### src/rtl/bl_cfg.svh
// Constants for the byte-load decode and execute block
`ifndef BL_CFG_SVH
`define BL_CFG_SVH

// ****************************************
// Encoding fields
// ****************************************
`define BL_OP_HI      31:20
`define BL_OP_WIDE    12'hF81
`define BL_LIT_HI     31:24
`define BL_LIT_OP     8'hF8
`define BL_LIT_MID    22:16
`define BL_LIT_PAT    7'h1F
`define BL_DIR_BIT    23
`define BL_BASE_W     19:16
`define BL_DEST_W     15:12
`define BL_REG_GAP    11:6
`define BL_REG_ZERO   6'h00
`define BL_UNP_SEL    11:8
`define BL_UNP_PAT    4'hE
`define BL_SHIFT_F    5:4
`define BL_INDEX_W    3:0
`define BL_LONG_OFFSET_FIELD      11:0
`define BL_SHORT_OFFSET_FIELD       7:0
`define BL_OP_SHORT   15:9
`define BL_SHORT_PAT  7'h2E
`define BL_INDEX_S    8:6
`define BL_BASE_S     5:3
`define BL_DEST_S     2:0

// ****************************************
// Register numbers and values
// ****************************************
`define BL_REG_ALL1   4'hF
`define BL_REG_SP     4'hD
`define BL_ALIGN_MASK 32'hFFFF_FFFC
`define BL_PAD_ZERO   24'h00_0000
`define BL_SHIFT_NONE 2'h0

`endif

### src/rtl/bl_pkg.sv
// Types shared by the byte-load decode and execute block
package bl_pkg;
    typedef enum logic [1:0] {FORM_NONE, FORM_LIT, FORM_REG, FORM_UNPRIV} form_t;
    typedef enum logic [1:0] {ST_IDLE, ST_READ, ST_MEM, ST_FIN} state_t;
endpackage

### src/rtl/bl_decoder.sv
// Instruction decoder for the byte-load group
`include "bl_cfg.svh"
module bl_decoder (
    // Instruction
    input  wire logic [31:0]       instr,
    input  wire logic              wide,
    input  wire logic              main_ext,
    // Decoded fields
    output bl_pkg::form_t          form,
    output logic      [3:0]        dest_reg_field,
    output logic      [3:0]        base_reg_field,
    output logic      [3:0]        index_reg_field,
    output logic      [11:0]       long_offset_field,
    output logic      [1:0]        shift_amount_field,
    output logic                   add_sel,
    output logic                   preload_hint,
    output logic                   undef,
    output logic                   unpred
);
    import bl_pkg::*;

    logic wide_grp;
    logic lit_enc;

    // Base of all ones inside the wide group falls through to the literal form
    assign wide_grp = wide && (instr[`BL_OP_HI] == `BL_OP_WIDE);
    assign lit_enc  = wide && (instr[`BL_LIT_HI] == `BL_LIT_OP)
                      && (instr[`BL_LIT_MID] == `BL_LIT_PAT);

    // Field extraction and classification
    always_comb begin
        form               = FORM_NONE;
        dest_reg_field     = instr[`BL_DEST_W];
        base_reg_field     = instr[`BL_BASE_W];
        index_reg_field    = instr[`BL_INDEX_W];
        long_offset_field  = instr[`BL_LONG_OFFSET_FIELD];
        shift_amount_field = instr[`BL_SHIFT_F];
        add_sel            = 1'b1;
        preload_hint       = 1'b0;
        undef              = 1'b0;
        unpred             = 1'b0;
        if (lit_enc) begin
            form    = FORM_LIT;
            add_sel = instr[`BL_DIR_BIT];
            preload_hint = (dest_reg_field == `BL_REG_ALL1);
            undef   = !preload_hint && !main_ext;
            unpred  = (dest_reg_field == `BL_REG_SP);
        end else if (wide_grp && instr[`BL_REG_GAP] == `BL_REG_ZERO) begin
            form    = FORM_REG;
            preload_hint = (dest_reg_field == `BL_REG_ALL1);
            undef   = !preload_hint && !main_ext;
            unpred  = (dest_reg_field == `BL_REG_SP)
                      || (index_reg_field == `BL_REG_SP)
                      || (index_reg_field == `BL_REG_ALL1);
        end else if (wide_grp && instr[`BL_UNP_SEL] == `BL_UNP_PAT) begin
            form    = FORM_UNPRIV;
            long_offset_field = {4'h0, instr[`BL_SHORT_OFFSET_FIELD]};
            undef   = !main_ext;
            unpred  = (dest_reg_field == `BL_REG_SP)
                      || (dest_reg_field == `BL_REG_ALL1);
        end else if (!wide && instr[`BL_OP_SHORT] == `BL_SHORT_PAT) begin
            form               = FORM_REG;
            dest_reg_field     = {1'b0, instr[`BL_DEST_S]};
            base_reg_field     = {1'b0, instr[`BL_BASE_S]};
            index_reg_field    = {1'b0, instr[`BL_INDEX_S]};
            shift_amount_field = `BL_SHIFT_NONE;
        end
    end
endmodule

### src/rtl/bl_addr_unit.sv
// Address generation for the byte-load forms
`include "bl_cfg.svh"
module bl_addr_unit #(
    parameter int AW = 32
) (
    // Operands
    input  bl_pkg::form_t          form,
    input  wire logic [AW-1:0]     pc,
    input  wire logic [AW-1:0]     base_val,
    input  wire logic [AW-1:0]     index_val,
    input  wire logic [11:0]       offset,
    input  wire logic [1:0]        shift_amt,
    input  wire logic              add_sel,
    input  wire logic              carry_in,
    // Result
    output logic      [AW-1:0]     addr
);
    import bl_pkg::*;

    // Left shift; carry only matters for a carry-out, which loads discard
    function automatic logic [AW-1:0] shift_lsl(input logic [AW-1:0] v,
                                                input logic [1:0] n,
                                                input logic c);
        logic [AW:0] r;
        r = {c, v} << n;
        return r[AW-1:0];
    endfunction

    logic [AW-1:0] lit_base;
    logic [AW-1:0] imm_ext;

    assign lit_base = pc & AW'(`BL_ALIGN_MASK);
    assign imm_ext  = AW'(offset);

    // Form selects the address arithmetic
    always_comb begin
        unique case (form)
            FORM_LIT:    addr = add_sel ? lit_base + imm_ext
                                        : lit_base - imm_ext;
            FORM_REG:    addr = base_val
                                + shift_lsl(index_val, shift_amt, carry_in);
            FORM_UNPRIV: addr = base_val + imm_ext;
            FORM_NONE:   addr = base_val;
        endcase
    end
endmodule

### src/rtl/byte_load_decode_execute.sv
// Byte-load decode and execute block: issue, register read, memory access, writeback
`include "bl_cfg.svh"
module byte_load_decode_execute (
    // Clock and reset
    input  wire logic              CLK,
    input  wire logic              NRST,
    // Issue
    input  wire logic              ISSUE_VALID,
    input  wire logic              ISSUE_WIDE,
    input  wire logic [31:0]       ISSUE_INSTR,
    input  wire logic [31:0]       ISSUE_PC,
    input  wire logic              COND_PASS,
    input  wire logic              MAIN_EXT,
    input  wire logic              CARRY_FLAG,
    output logic                   ISSUE_READY,
    // Register file read
    output logic      [3:0]        RF_RADDR_BASE,
    output logic      [3:0]        RF_RADDR_INDEX,
    input  wire logic [31:0]       RF_RDATA_BASE,
    input  wire logic [31:0]       RF_RDATA_INDEX,
    // Memory access
    output logic                   MEM_REQ,
    output logic      [31:0]       MEM_ADDR,
    output logic                   MEM_UNPRIV,
    input  wire logic              MEM_ACK,
    input  wire logic [7:0]        MEM_RDATA,
    // Register file write
    output logic                   RF_WE,
    output logic      [3:0]        RF_WADDR,
    output logic      [31:0]       RF_WDATA,
    // Completion status
    output logic                   DONE,
    output logic                   UNDEF,
    output logic                   HINT,
    output logic                   UNPRED,
    output logic                   NOT_MINE
);
    import bl_pkg::*;

    // ****************************************
    // Decode of the instruction on offer
    // ****************************************
    form_t       dec_form;
    logic [3:0]  dec_dest;
    logic [3:0]  dec_base;
    logic [3:0]  dec_index;
    logic [11:0] dec_imm;
    logic [1:0]  dec_shift;
    logic        dec_add;
    logic        dec_hint;
    logic        dec_undef;
    logic        dec_unpred;

    bl_decoder u_dec (
        .instr              (ISSUE_INSTR),
        .wide               (ISSUE_WIDE),
        .main_ext           (MAIN_EXT),
        .form               (dec_form),
        .dest_reg_field     (dec_dest),
        .base_reg_field     (dec_base),
        .index_reg_field    (dec_index),
        .long_offset_field  (dec_imm),
        .shift_amount_field (dec_shift),
        .add_sel            (dec_add),
        .preload_hint       (dec_hint),
        .undef              (dec_undef),
        .unpred             (dec_unpred)
    );

    // ****************************************
    // State
    // ****************************************
    state_t      state_ff,  nxt_state;
    form_t       form_ff,   nxt_form;
    logic [31:0] pc_ff,     nxt_pc;
    logic [11:0] imm_ff,    nxt_imm;
    logic [1:0]  shift_ff,  nxt_shift;
    logic        add_ff,    nxt_add;
    logic        carry_ff,  nxt_carry;
    logic        cond_ff,   nxt_cond;
    logic [3:0]  rbase_ff,  nxt_rbase;
    logic [3:0]  rindex_ff, nxt_rindex;
    logic [3:0]  waddr_ff,  nxt_waddr;
    logic [31:0] wdata_ff,  nxt_wdata;
    logic [31:0] maddr_ff,  nxt_maddr;
    logic        mreq_ff,   nxt_mreq;
    logic        munp_ff,   nxt_munp;
    logic        we_ff,     nxt_we;
    logic        done_ff,   nxt_done;
    logic        undef_ff,  nxt_undef;
    logic        hint_ff,   nxt_hint;
    logic        unpred_ff, nxt_unpred;
    logic        foreign_ff, nxt_foreign;
    logic        ready_ff,  nxt_ready;
    logic [31:0] calc_addr;
    logic        take;

    assign take = ISSUE_VALID && ready_ff;

    // Address arithmetic on operands read in the register-read cycle
    bl_addr_unit #(
        .AW (32)
    ) u_addr (
        .form      (form_ff),
        .pc        (pc_ff),
        .base_val  (RF_RDATA_BASE),
        .index_val (RF_RDATA_INDEX),
        .offset    (imm_ff),
        .shift_amt (shift_ff),
        .add_sel   (add_ff),
        .carry_in  (carry_ff),
        .addr      (calc_addr)
    );

    // ****************************************
    // Sequencer next state
    // ****************************************
    // DONE and RF_WE pulse for one cycle; status flags hold until cleared in idle; operand latches hold until the next issue
    always_comb begin
        nxt_state   = state_ff;
        nxt_form    = form_ff;
        nxt_pc      = pc_ff;
        nxt_imm     = imm_ff;
        nxt_shift   = shift_ff;
        nxt_add     = add_ff;
        nxt_carry   = carry_ff;
        nxt_cond    = cond_ff;
        nxt_rbase   = rbase_ff;
        nxt_rindex  = rindex_ff;
        nxt_waddr   = waddr_ff;
        nxt_wdata   = wdata_ff;
        nxt_maddr   = maddr_ff;
        nxt_mreq    = mreq_ff;
        nxt_munp    = munp_ff;
        nxt_we      = 1'b0;
        nxt_done    = 1'b0;
        nxt_undef   = undef_ff;
        nxt_hint    = hint_ff;
        nxt_unpred  = unpred_ff;
        nxt_foreign = foreign_ff;
        unique case (state_ff)
            ST_IDLE: begin
                nxt_undef   = 1'b0;
                nxt_hint    = 1'b0;
                nxt_unpred  = 1'b0;
                nxt_foreign = 1'b0;
                if (take) begin
                    nxt_form   = dec_form;
                    nxt_pc     = ISSUE_PC;
                    nxt_imm    = dec_imm;
                    nxt_shift  = dec_shift;
                    nxt_add    = dec_add;
                    nxt_carry  = CARRY_FLAG;
                    nxt_cond   = COND_PASS;
                    nxt_rbase  = dec_base;
                    nxt_rindex = dec_index;
                    nxt_waddr  = dec_dest;
                    nxt_state  = ST_FIN;
                    // Hint, undefined and foreign encodings finish without effect
                    if (dec_form == FORM_NONE) begin
                        nxt_foreign = 1'b1;
                    end else if (dec_hint) begin
                        nxt_hint = 1'b1;
                    end else if (dec_undef) begin
                        nxt_undef = 1'b1;
                    end else if (COND_PASS) begin
                        nxt_unpred = dec_unpred;
                        nxt_state  = ST_READ;
                    end
                    nxt_done = (nxt_state == ST_FIN);
                end
            end
            ST_READ: begin
                nxt_maddr = calc_addr;
                nxt_mreq  = 1'b1;
                nxt_munp  = (form_ff == FORM_UNPRIV);
                nxt_state = ST_MEM;
            end
            ST_MEM: begin
                if (MEM_ACK) begin
                    nxt_mreq  = 1'b0;
                    nxt_munp  = 1'b0;
                    nxt_wdata = {`BL_PAD_ZERO, MEM_RDATA};
                    nxt_we    = 1'b1;
                    nxt_done  = 1'b1;
                    nxt_state = ST_FIN;
                end
            end
            ST_FIN: begin
                nxt_state = ST_IDLE;
            end
        endcase
        nxt_ready = (nxt_state == ST_IDLE);
    end

    // ****************************************
    // Sequencer registers
    // ****************************************
    always_ff @(posedge CLK or negedge NRST) begin
        if (!NRST) begin
            state_ff   <= ST_IDLE;
            form_ff    <= FORM_NONE;
            pc_ff      <= 32'h0000_0000;
            imm_ff     <= 12'h000;
            shift_ff   <= 2'h0;
            add_ff     <= 1'b0;
            carry_ff   <= 1'b0;
            cond_ff    <= 1'b0;
            rbase_ff   <= 4'h0;
            rindex_ff  <= 4'h0;
            waddr_ff   <= 4'h0;
            wdata_ff   <= 32'h0000_0000;
            maddr_ff   <= 32'h0000_0000;
            mreq_ff    <= 1'b0;
            munp_ff    <= 1'b0;
            we_ff      <= 1'b0;
            done_ff    <= 1'b0;
            undef_ff   <= 1'b0;
            hint_ff    <= 1'b0;
            unpred_ff  <= 1'b0;
            foreign_ff <= 1'b0;
            ready_ff   <= 1'b1;
        end else begin
            state_ff   <= nxt_state;
            form_ff    <= nxt_form;
            pc_ff      <= nxt_pc;
            imm_ff     <= nxt_imm;
            shift_ff   <= nxt_shift;
            add_ff     <= nxt_add;
            carry_ff   <= nxt_carry;
            cond_ff    <= nxt_cond;
            rbase_ff   <= nxt_rbase;
            rindex_ff  <= nxt_rindex;
            waddr_ff   <= nxt_waddr;
            wdata_ff   <= nxt_wdata;
            maddr_ff   <= nxt_maddr;
            mreq_ff    <= nxt_mreq;
            munp_ff    <= nxt_munp;
            we_ff      <= nxt_we;
            done_ff    <= nxt_done;
            undef_ff   <= nxt_undef;
            hint_ff    <= nxt_hint;
            unpred_ff  <= nxt_unpred;
            foreign_ff <= nxt_foreign;
            ready_ff   <= nxt_ready;
        end
    end

    // ****************************************
    // Outputs, all straight from flops
    // ****************************************
    assign ISSUE_READY    = ready_ff;
    assign RF_RADDR_BASE  = rbase_ff;
    assign RF_RADDR_INDEX = rindex_ff;
    assign MEM_REQ        = mreq_ff;
    assign MEM_ADDR       = maddr_ff;
    assign MEM_UNPRIV     = munp_ff;
    assign RF_WE          = we_ff;
    assign RF_WADDR       = waddr_ff;
    assign RF_WDATA       = wdata_ff;
    assign DONE           = done_ff;
    assign UNDEF          = undef_ff;
    assign HINT           = hint_ff;
    assign UNPRED         = unpred_ff;
    assign NOT_MINE       = foreign_ff;
endmodule

### config.mk
export PLATFORM = sky130hd
export DESIGN_NAME = byte_load_decode_execute
export DESIGN_NICKNAME = d
export VERILOG_FILES = /design/src/rtl/bl_pkg.sv /design/src/rtl/bl_decoder.sv /design/src/rtl/bl_addr_unit.sv /design/src/rtl/byte_load_decode_execute.sv
export VERILOG_INCLUDE_DIRS = /design/src /design/src/rtl
export SDC_FILE = /design/constraint.sdc
export NUM_CORES = 1
export LEC_CHECK = 0
export ABC_CLOCK_PERIOD_IN_PS = 5600
export BUFFER_PORTS_ARGS = -buffer_cell sky130_fd_sc_hd__clkbuf_2
export CAP_MARGIN = 20
export CORE_ASPECT_RATIO = 1.75
export CORE_MARGIN = 4
export CORE_UTILIZATION = 56
export CTS_CLUSTER_DIAMETER = 120
export CTS_CLUSTER_SIZE = 8
export DETAILED_ROUTE_END_ITERATION = 6
export PLACE_DENSITY = 0.83
export SYNTH_ARGS = -nofsm -noshare
export SYNTH_HDL_FRONTEND = slang
export SYNTH_SLANG_ARGS = --single-unit
### constraint.sdc
create_clock -name CLK -period 5.6 [get_ports CLK]
set_input_delay 1.12 -clock CLK [delete_from_list [all_inputs] [get_ports CLK]]
set_output_delay 1.12 -clock CLK [all_outputs]
set_load 0.02 [all_outputs]
# Word level (Yosys, flattened, before mapping)
# Index checks and enable logic that the tools add are counted.
dict set report op_classes {
  n_addsub 4
  n_mul 0
  n_div 0
  magnitude_cmp 0
  n_eq_ne 17
  n_shift 1
  muxes 64
  bitwise 0
  reduce_logical 23
}
# op n
set ops {}
lappend ops {{case mux 32 bit (4 select lines)} 1}
lappend ops {{adder 32 x 12 -> 32 bit} 2}
lappend ops {{2-to-1 mux 4 bit} 12}
lappend ops {{2-to-1 mux 12 bit} 3}
lappend ops {{<< shifter 33 x 2 -> 32 bit} 1}
lappend ops {{adder 32 bit} 1}
lappend ops {{2-to-1 mux 2 bit} 16}
lappend ops {{2-to-1 mux 32 bit} 1}
lappend ops {{subtractor 32 x 12 -> 32 bit} 1}
lappend ops {{2-to-1 mux 1 bit} 27}
lappend ops {{== test 4 bit (second input constant)} 5}
lappend ops {{== test 12 bit (second input constant)} 1}
lappend ops {{== test 2 bit (second input constant)} 5}
lappend ops {{== test 8 bit (second input constant)} 1}
lappend ops {{logical AND 1 bit} 8}
lappend ops {{zero test 2 bit} 4}
lappend ops {{case mux 2 bit (4 select lines)} 1}
lappend ops {{== test 7 x 5 -> 1 bit (second input constant)} 1}
lappend ops {{== test 7 x 6 -> 1 bit (second input constant)} 1}
lappend ops {{zero test 6 bit} 1}
lappend ops {{case mux 1 bit (2 select lines)} 3}
lappend ops {{AND reduction 2 bit} 3}
lappend ops {{== test 2 x 1 -> 1 bit (second input constant)} 2}
lappend ops {{zero test 1 bit} 3}
lappend ops {{3 further kinds} 5}
dict set report word_totals {
  reg_bits 113
  latchBits 0
  mem_bits_rw 0
  mem_bits_ro 0
  output_inout_bits 85
  elab_cells 130
  n_memories 0
}

# Depth between registers and ports, before layout
dict set report depth {
  word_depth 14
  depth_mapped 18
  mapped_depth_nobuf 14
}

# By module
# A second synthesis with hierarchy kept.
dict set report unflattened {
  cells_unflattened 1092
  hier_area_um2 10273.6
}
# module n_inst cells_per_inst area_each_um2
set by_module_without_submodules {}
lappend by_module_without_submodules {bl_addr_unit 1 742 5027.3}
lappend by_module_without_submodules {byte_load_decode_execute 1 293 4815.9}
lappend by_module_without_submodules {bl_decoder 1 57 430.4}

# Least setup slack after synthesis
# No wires, ideal clock.
dict set report synth_timing {
  path_kind {register to register}
  startpoint {register shift_ff[0]}
  endpoint {register maddr_ff[30], in the netlist MEM_ADDR[30]}
  arrival_time_ns 3.926
  t_required_ns 5.513
  setup_slack_ns 1.587
  path_stages_with_launch 17
  period_less_slack_ns 4.013
  cell_sequence {dfrtp_1 buf_2 buf_1 clkbuf_1 mux2i_1 nand2_1 a21oi_1 a21oi_1 ha_1 o211ai_1 nor2_1 o2111ai_1 a311oi_2 nor2_1 or4_4 a2111o_1 o211ai_1}
}
dict set report synth_via {
  elab_chain_cells 3
}
# item line
set synth_rtl {}
lappend synth_rtl {{from (decl)} byte_load_decode_execute.sv:77} ;# logic [1:0] shift_ff, nxt_shift;
lappend synth_rtl {{from (signal assigned)} byte_load_decode_execute.sv:228} ;# shift_ff <= nxt_shift;
lappend synth_rtl {{<< shifter 33 x 2 -> 32 bit} bl_addr_unit.sv:25} ;# r = {c, v} << n;
lappend synth_rtl {{adder 32 bit} bl_addr_unit.sv:41} ;# + shift_lsl(index_val, shift_amt, carry_in);
lappend synth_rtl {{case mux 32 bit (4 select lines)} bl_addr_unit.sv:37} ;# unique case (form)
lappend synth_rtl {{to (signal assigned)} byte_load_decode_execute.sv:236} ;# maddr_ff <= nxt_maddr;
lappend synth_rtl {{to (decl)} byte_load_decode_execute.sv:85} ;# logic [31:0] maddr_ff, nxt_maddr;
# No other way between the ends.
# A chain may end at the register's enable or synchronous reset.

# Worst setup path after layout
dict set report layout_timing {
  startpoint {register shift_ff[0]}
  endpoint {register maddr_ff[29], in the netlist MEM_ADDR[29]}
}
# The elaborated chain is that of the path after synthesis.

==> flow_summary.toml <==
[power]
power_frac_seq = 0.240
swShare = 0.5096
power_leakage_nw = 5.079
clkPwrFrac = 0.101
switchingPower_mw = 3.279
combPwrFrac = 0.658
p_per_area_mw_per_mm2 = 584.6
vdd_ir_drop_max_v = 0.0004479
p_int_mw = 3.155

[final_layout]
layout.nets = 1536
n_antenna_cell = 0
drive_above_1_share = 0.2149
syn_to_final_growth_pct = 13.80
instances_no_fill = 1567

[sta]
finClkSkew_ns = 0.01067
fmax_ghz = 0.2298
tightest_slew_ns = 0.9476
finalHoldWorstSlack_ns = 0.4859
slew_headroom = 0.3659
finalHoldViolCount = 0
final-setup-viol-count = 0
rsz0062_at_grt = "no"
fin_crit_ns = 4.351
finalCritPeriodShare = 0.7770
final-max-slew-violation-count = 0
tns_ns = 0

[clock_tree]
clk_latency_ns = 0.37
cts_buffer_depth = 2
cts_buffers = 9
cts_tree = "built"
cts_sinks = 110
postCtsSetupBuffers = 0
path_clk_slew_ns = 0.08
htreeDepth = 3
cts_resized = 0
hold_buffers = 0
clockRootBuffer = "clkbuf_16"

[drt]
vias = 9519
post_drt_wl_per_cell_um = 19.01
wl_um = 29790
viasPerCell = 6.075
ant_nets = 0
firstDrtPassIters = 5
dr.first_iter.drc_count = 515
drc = 0

[logic_synthesis]
ys_top_cells_by_area = "dfrtp_1, nand2_1, ha_1"
synth-seq-area-share = 0.2847
synthDistinctLibCells = 91
synthArstFlopShare = 1.000
netlist_area_mm2 = 0.009672
synth-seq-cells = 110
synth_most_common_cell = "nand2_1"
synth_cells = 1179
synthFlopType = "dfrtp_1"
synth_top_area_cell = "dfrtp_1"
synth_warnings = 0
synth_edf_count = 0
synth_commonest_cells = "nand2_1, dfrtp_1, nor2_1"
syn_area_per_cell_um2 = 8.203
synth_top_area_frac = 0.2820

[worst_setup_path]
cp-start-kind = "register"
r2r-start = "shift_ff[0]"
worstPathMaxFanout = 36
crit_start = "shift_ff[0]"
cp-end-kind = "register"
arrival_ns = 4.57
critPathKind = "reg2reg"
critical_path_required_ns = 5.82

[min_path]
hold_path.startpoint = "RF_WADDR[2]"
hp-class = "reg2reg"

[floorplan]
dieArea_mm2 = 0.01952
core_mm2 = 0.01695
rows = 63
io_pins = 229
dieWidth_um = 107.3
die_h_um = 181.9
start_util = 0.5707

[global_route]
grt_pass1_wl_um = 46660
grt_max_degree = 72
grt_pass1_vias = 9466
grtUsageTotal = 0.3037
grt-ovfl-total = 0
antenna_found_initial = 0

[placement]
dp_cells = 1550
place_congestion = 0.9461
io_buffers = 201
dp_hpwl_um = 23560

[outcome]
status = "finished clean"

[run]
maxCapViolCount = 0
-- placed cells by master, fill, tap and decap left out, drive strengths merged, types with 12 or more instances in the layout --
master	count
dfrtp	109
xnor2	29
nand3	25
nand2b	12
a21oi	89
conb	24
a21o	22
clkbuf	211
nand2	189
mux4	18
inv	48
ha	55
nor2	91
buf	14
a211oi	29
a31oi	17
and2	20
mux2	13
mux2i	31
nor3	19
o21ai	71
nor2b	13
xor2	15
-- path summary, 6_finish.rpt --
path	slack (ns)	end	depth (start not counted)
setup / recovery	1.25	MEM_ADDR[29]	13
hold / removal	0.49	RF_WADDR[2]	2
setup reg to reg	1.25	MEM_ADDR[29]	13
hold reg to reg	0.49	RF_WADDR[2]	2
max in group asynchronous	3.64	RF_WADDR[2]	2
min in group asynchronous	0.87	MEM_ADDR[25]	1
-- state kept, by name, indices dropped and copies added, names as in the netlist, 2 cells and up --
signal          count
MEM_ADDR           32
RF_RADDR_INDEX      4
pc_ff              30
form_ff             2
state_ff            2
imm_ff             12
RF_RADDR_BASE       4
shift_ff            2
RF_WDATA            8
RF_WADDR            4
-- through the flow --
step           setup WS [ns]  total power, mW  instance area (um2)    util
3_3_place_gp           1.268            5.653                10690  0.6309
4_1_cts                1.300            6.413                10990  0.6483
2_1_floorplan          1.587            4.619                 9758       -
5_1_grt               0.9545            6.919                11010  0.6495
6_report               1.249            6.435                11010  0.6495
3_5_place_dp           1.252            5.742                10690  0.6309
-- kinds of logic (layout without fill, tap and decap cells) --
logic type,count (synthesis),after routing,synth area share
muxes,62,62,0.08913
AOI/OAI and AO/OA,335,335,0.2366
DFF,110,110,0.2847
and+or+nand+nor,430,430,0.2083
other,1,24,0.0003877
adders and majority gates,57,57,0.07529
buffers and inverters,140,278,0.06572
xor gates and xnor gates,44,44,0.03984
-- per-layer routing --
metal | part of all wire | global-route usage
met1 | 0.34 | 0.3083
met2 | 0.53 | 0.5546
met5 | 0 | 0
met3 | 0.056 | 0.04554
met4 | 0.075 | 0.2128
-- worst max-delay path, stage by stage, from the launching register on --
cell      delay, ns
dfrtp_2        0.97
mux2i_1        0.35
nand2_1        0.09
a21oi_1        0.22
a21oi_1        0.07
ha_1           0.37
nand2_1        0.08
o21ai_0        0.34
a211oi_1       0.17
a31o_2         0.30
a31oi_1        0.45
a211oi_1       0.16
a211oi_1       0.47
o211ai_1       0.14
-- power groups by stage --
| stage | registers [mW] | clock network, mW | logic, mW |
|---|---|---|---|
| final | 1.55 | 0.651 | 4.24 |
| after floorplan | 1.62 | 0 | 3.00 |
| after global placement | 1.54 | 0 | 4.12 |
| after global routing | 1.59 | 0.691 | 4.63 |
| after CTS | 1.54 | 0.664 | 4.21 |
| after detailed placement | 1.55 | 0 | 4.19 |
-- area by class of cell --
type                       count  area, um2
clock buffer                  11      252.7
multi-input combinational    952       6375
sequential                   110       2755
fill                        1552       5941
tap                          227      284.0
clock inverter                 5      41.29
inverter                      48      180.2
timing repair buffer         214       1119
Power figures use the tool's default switching activity.
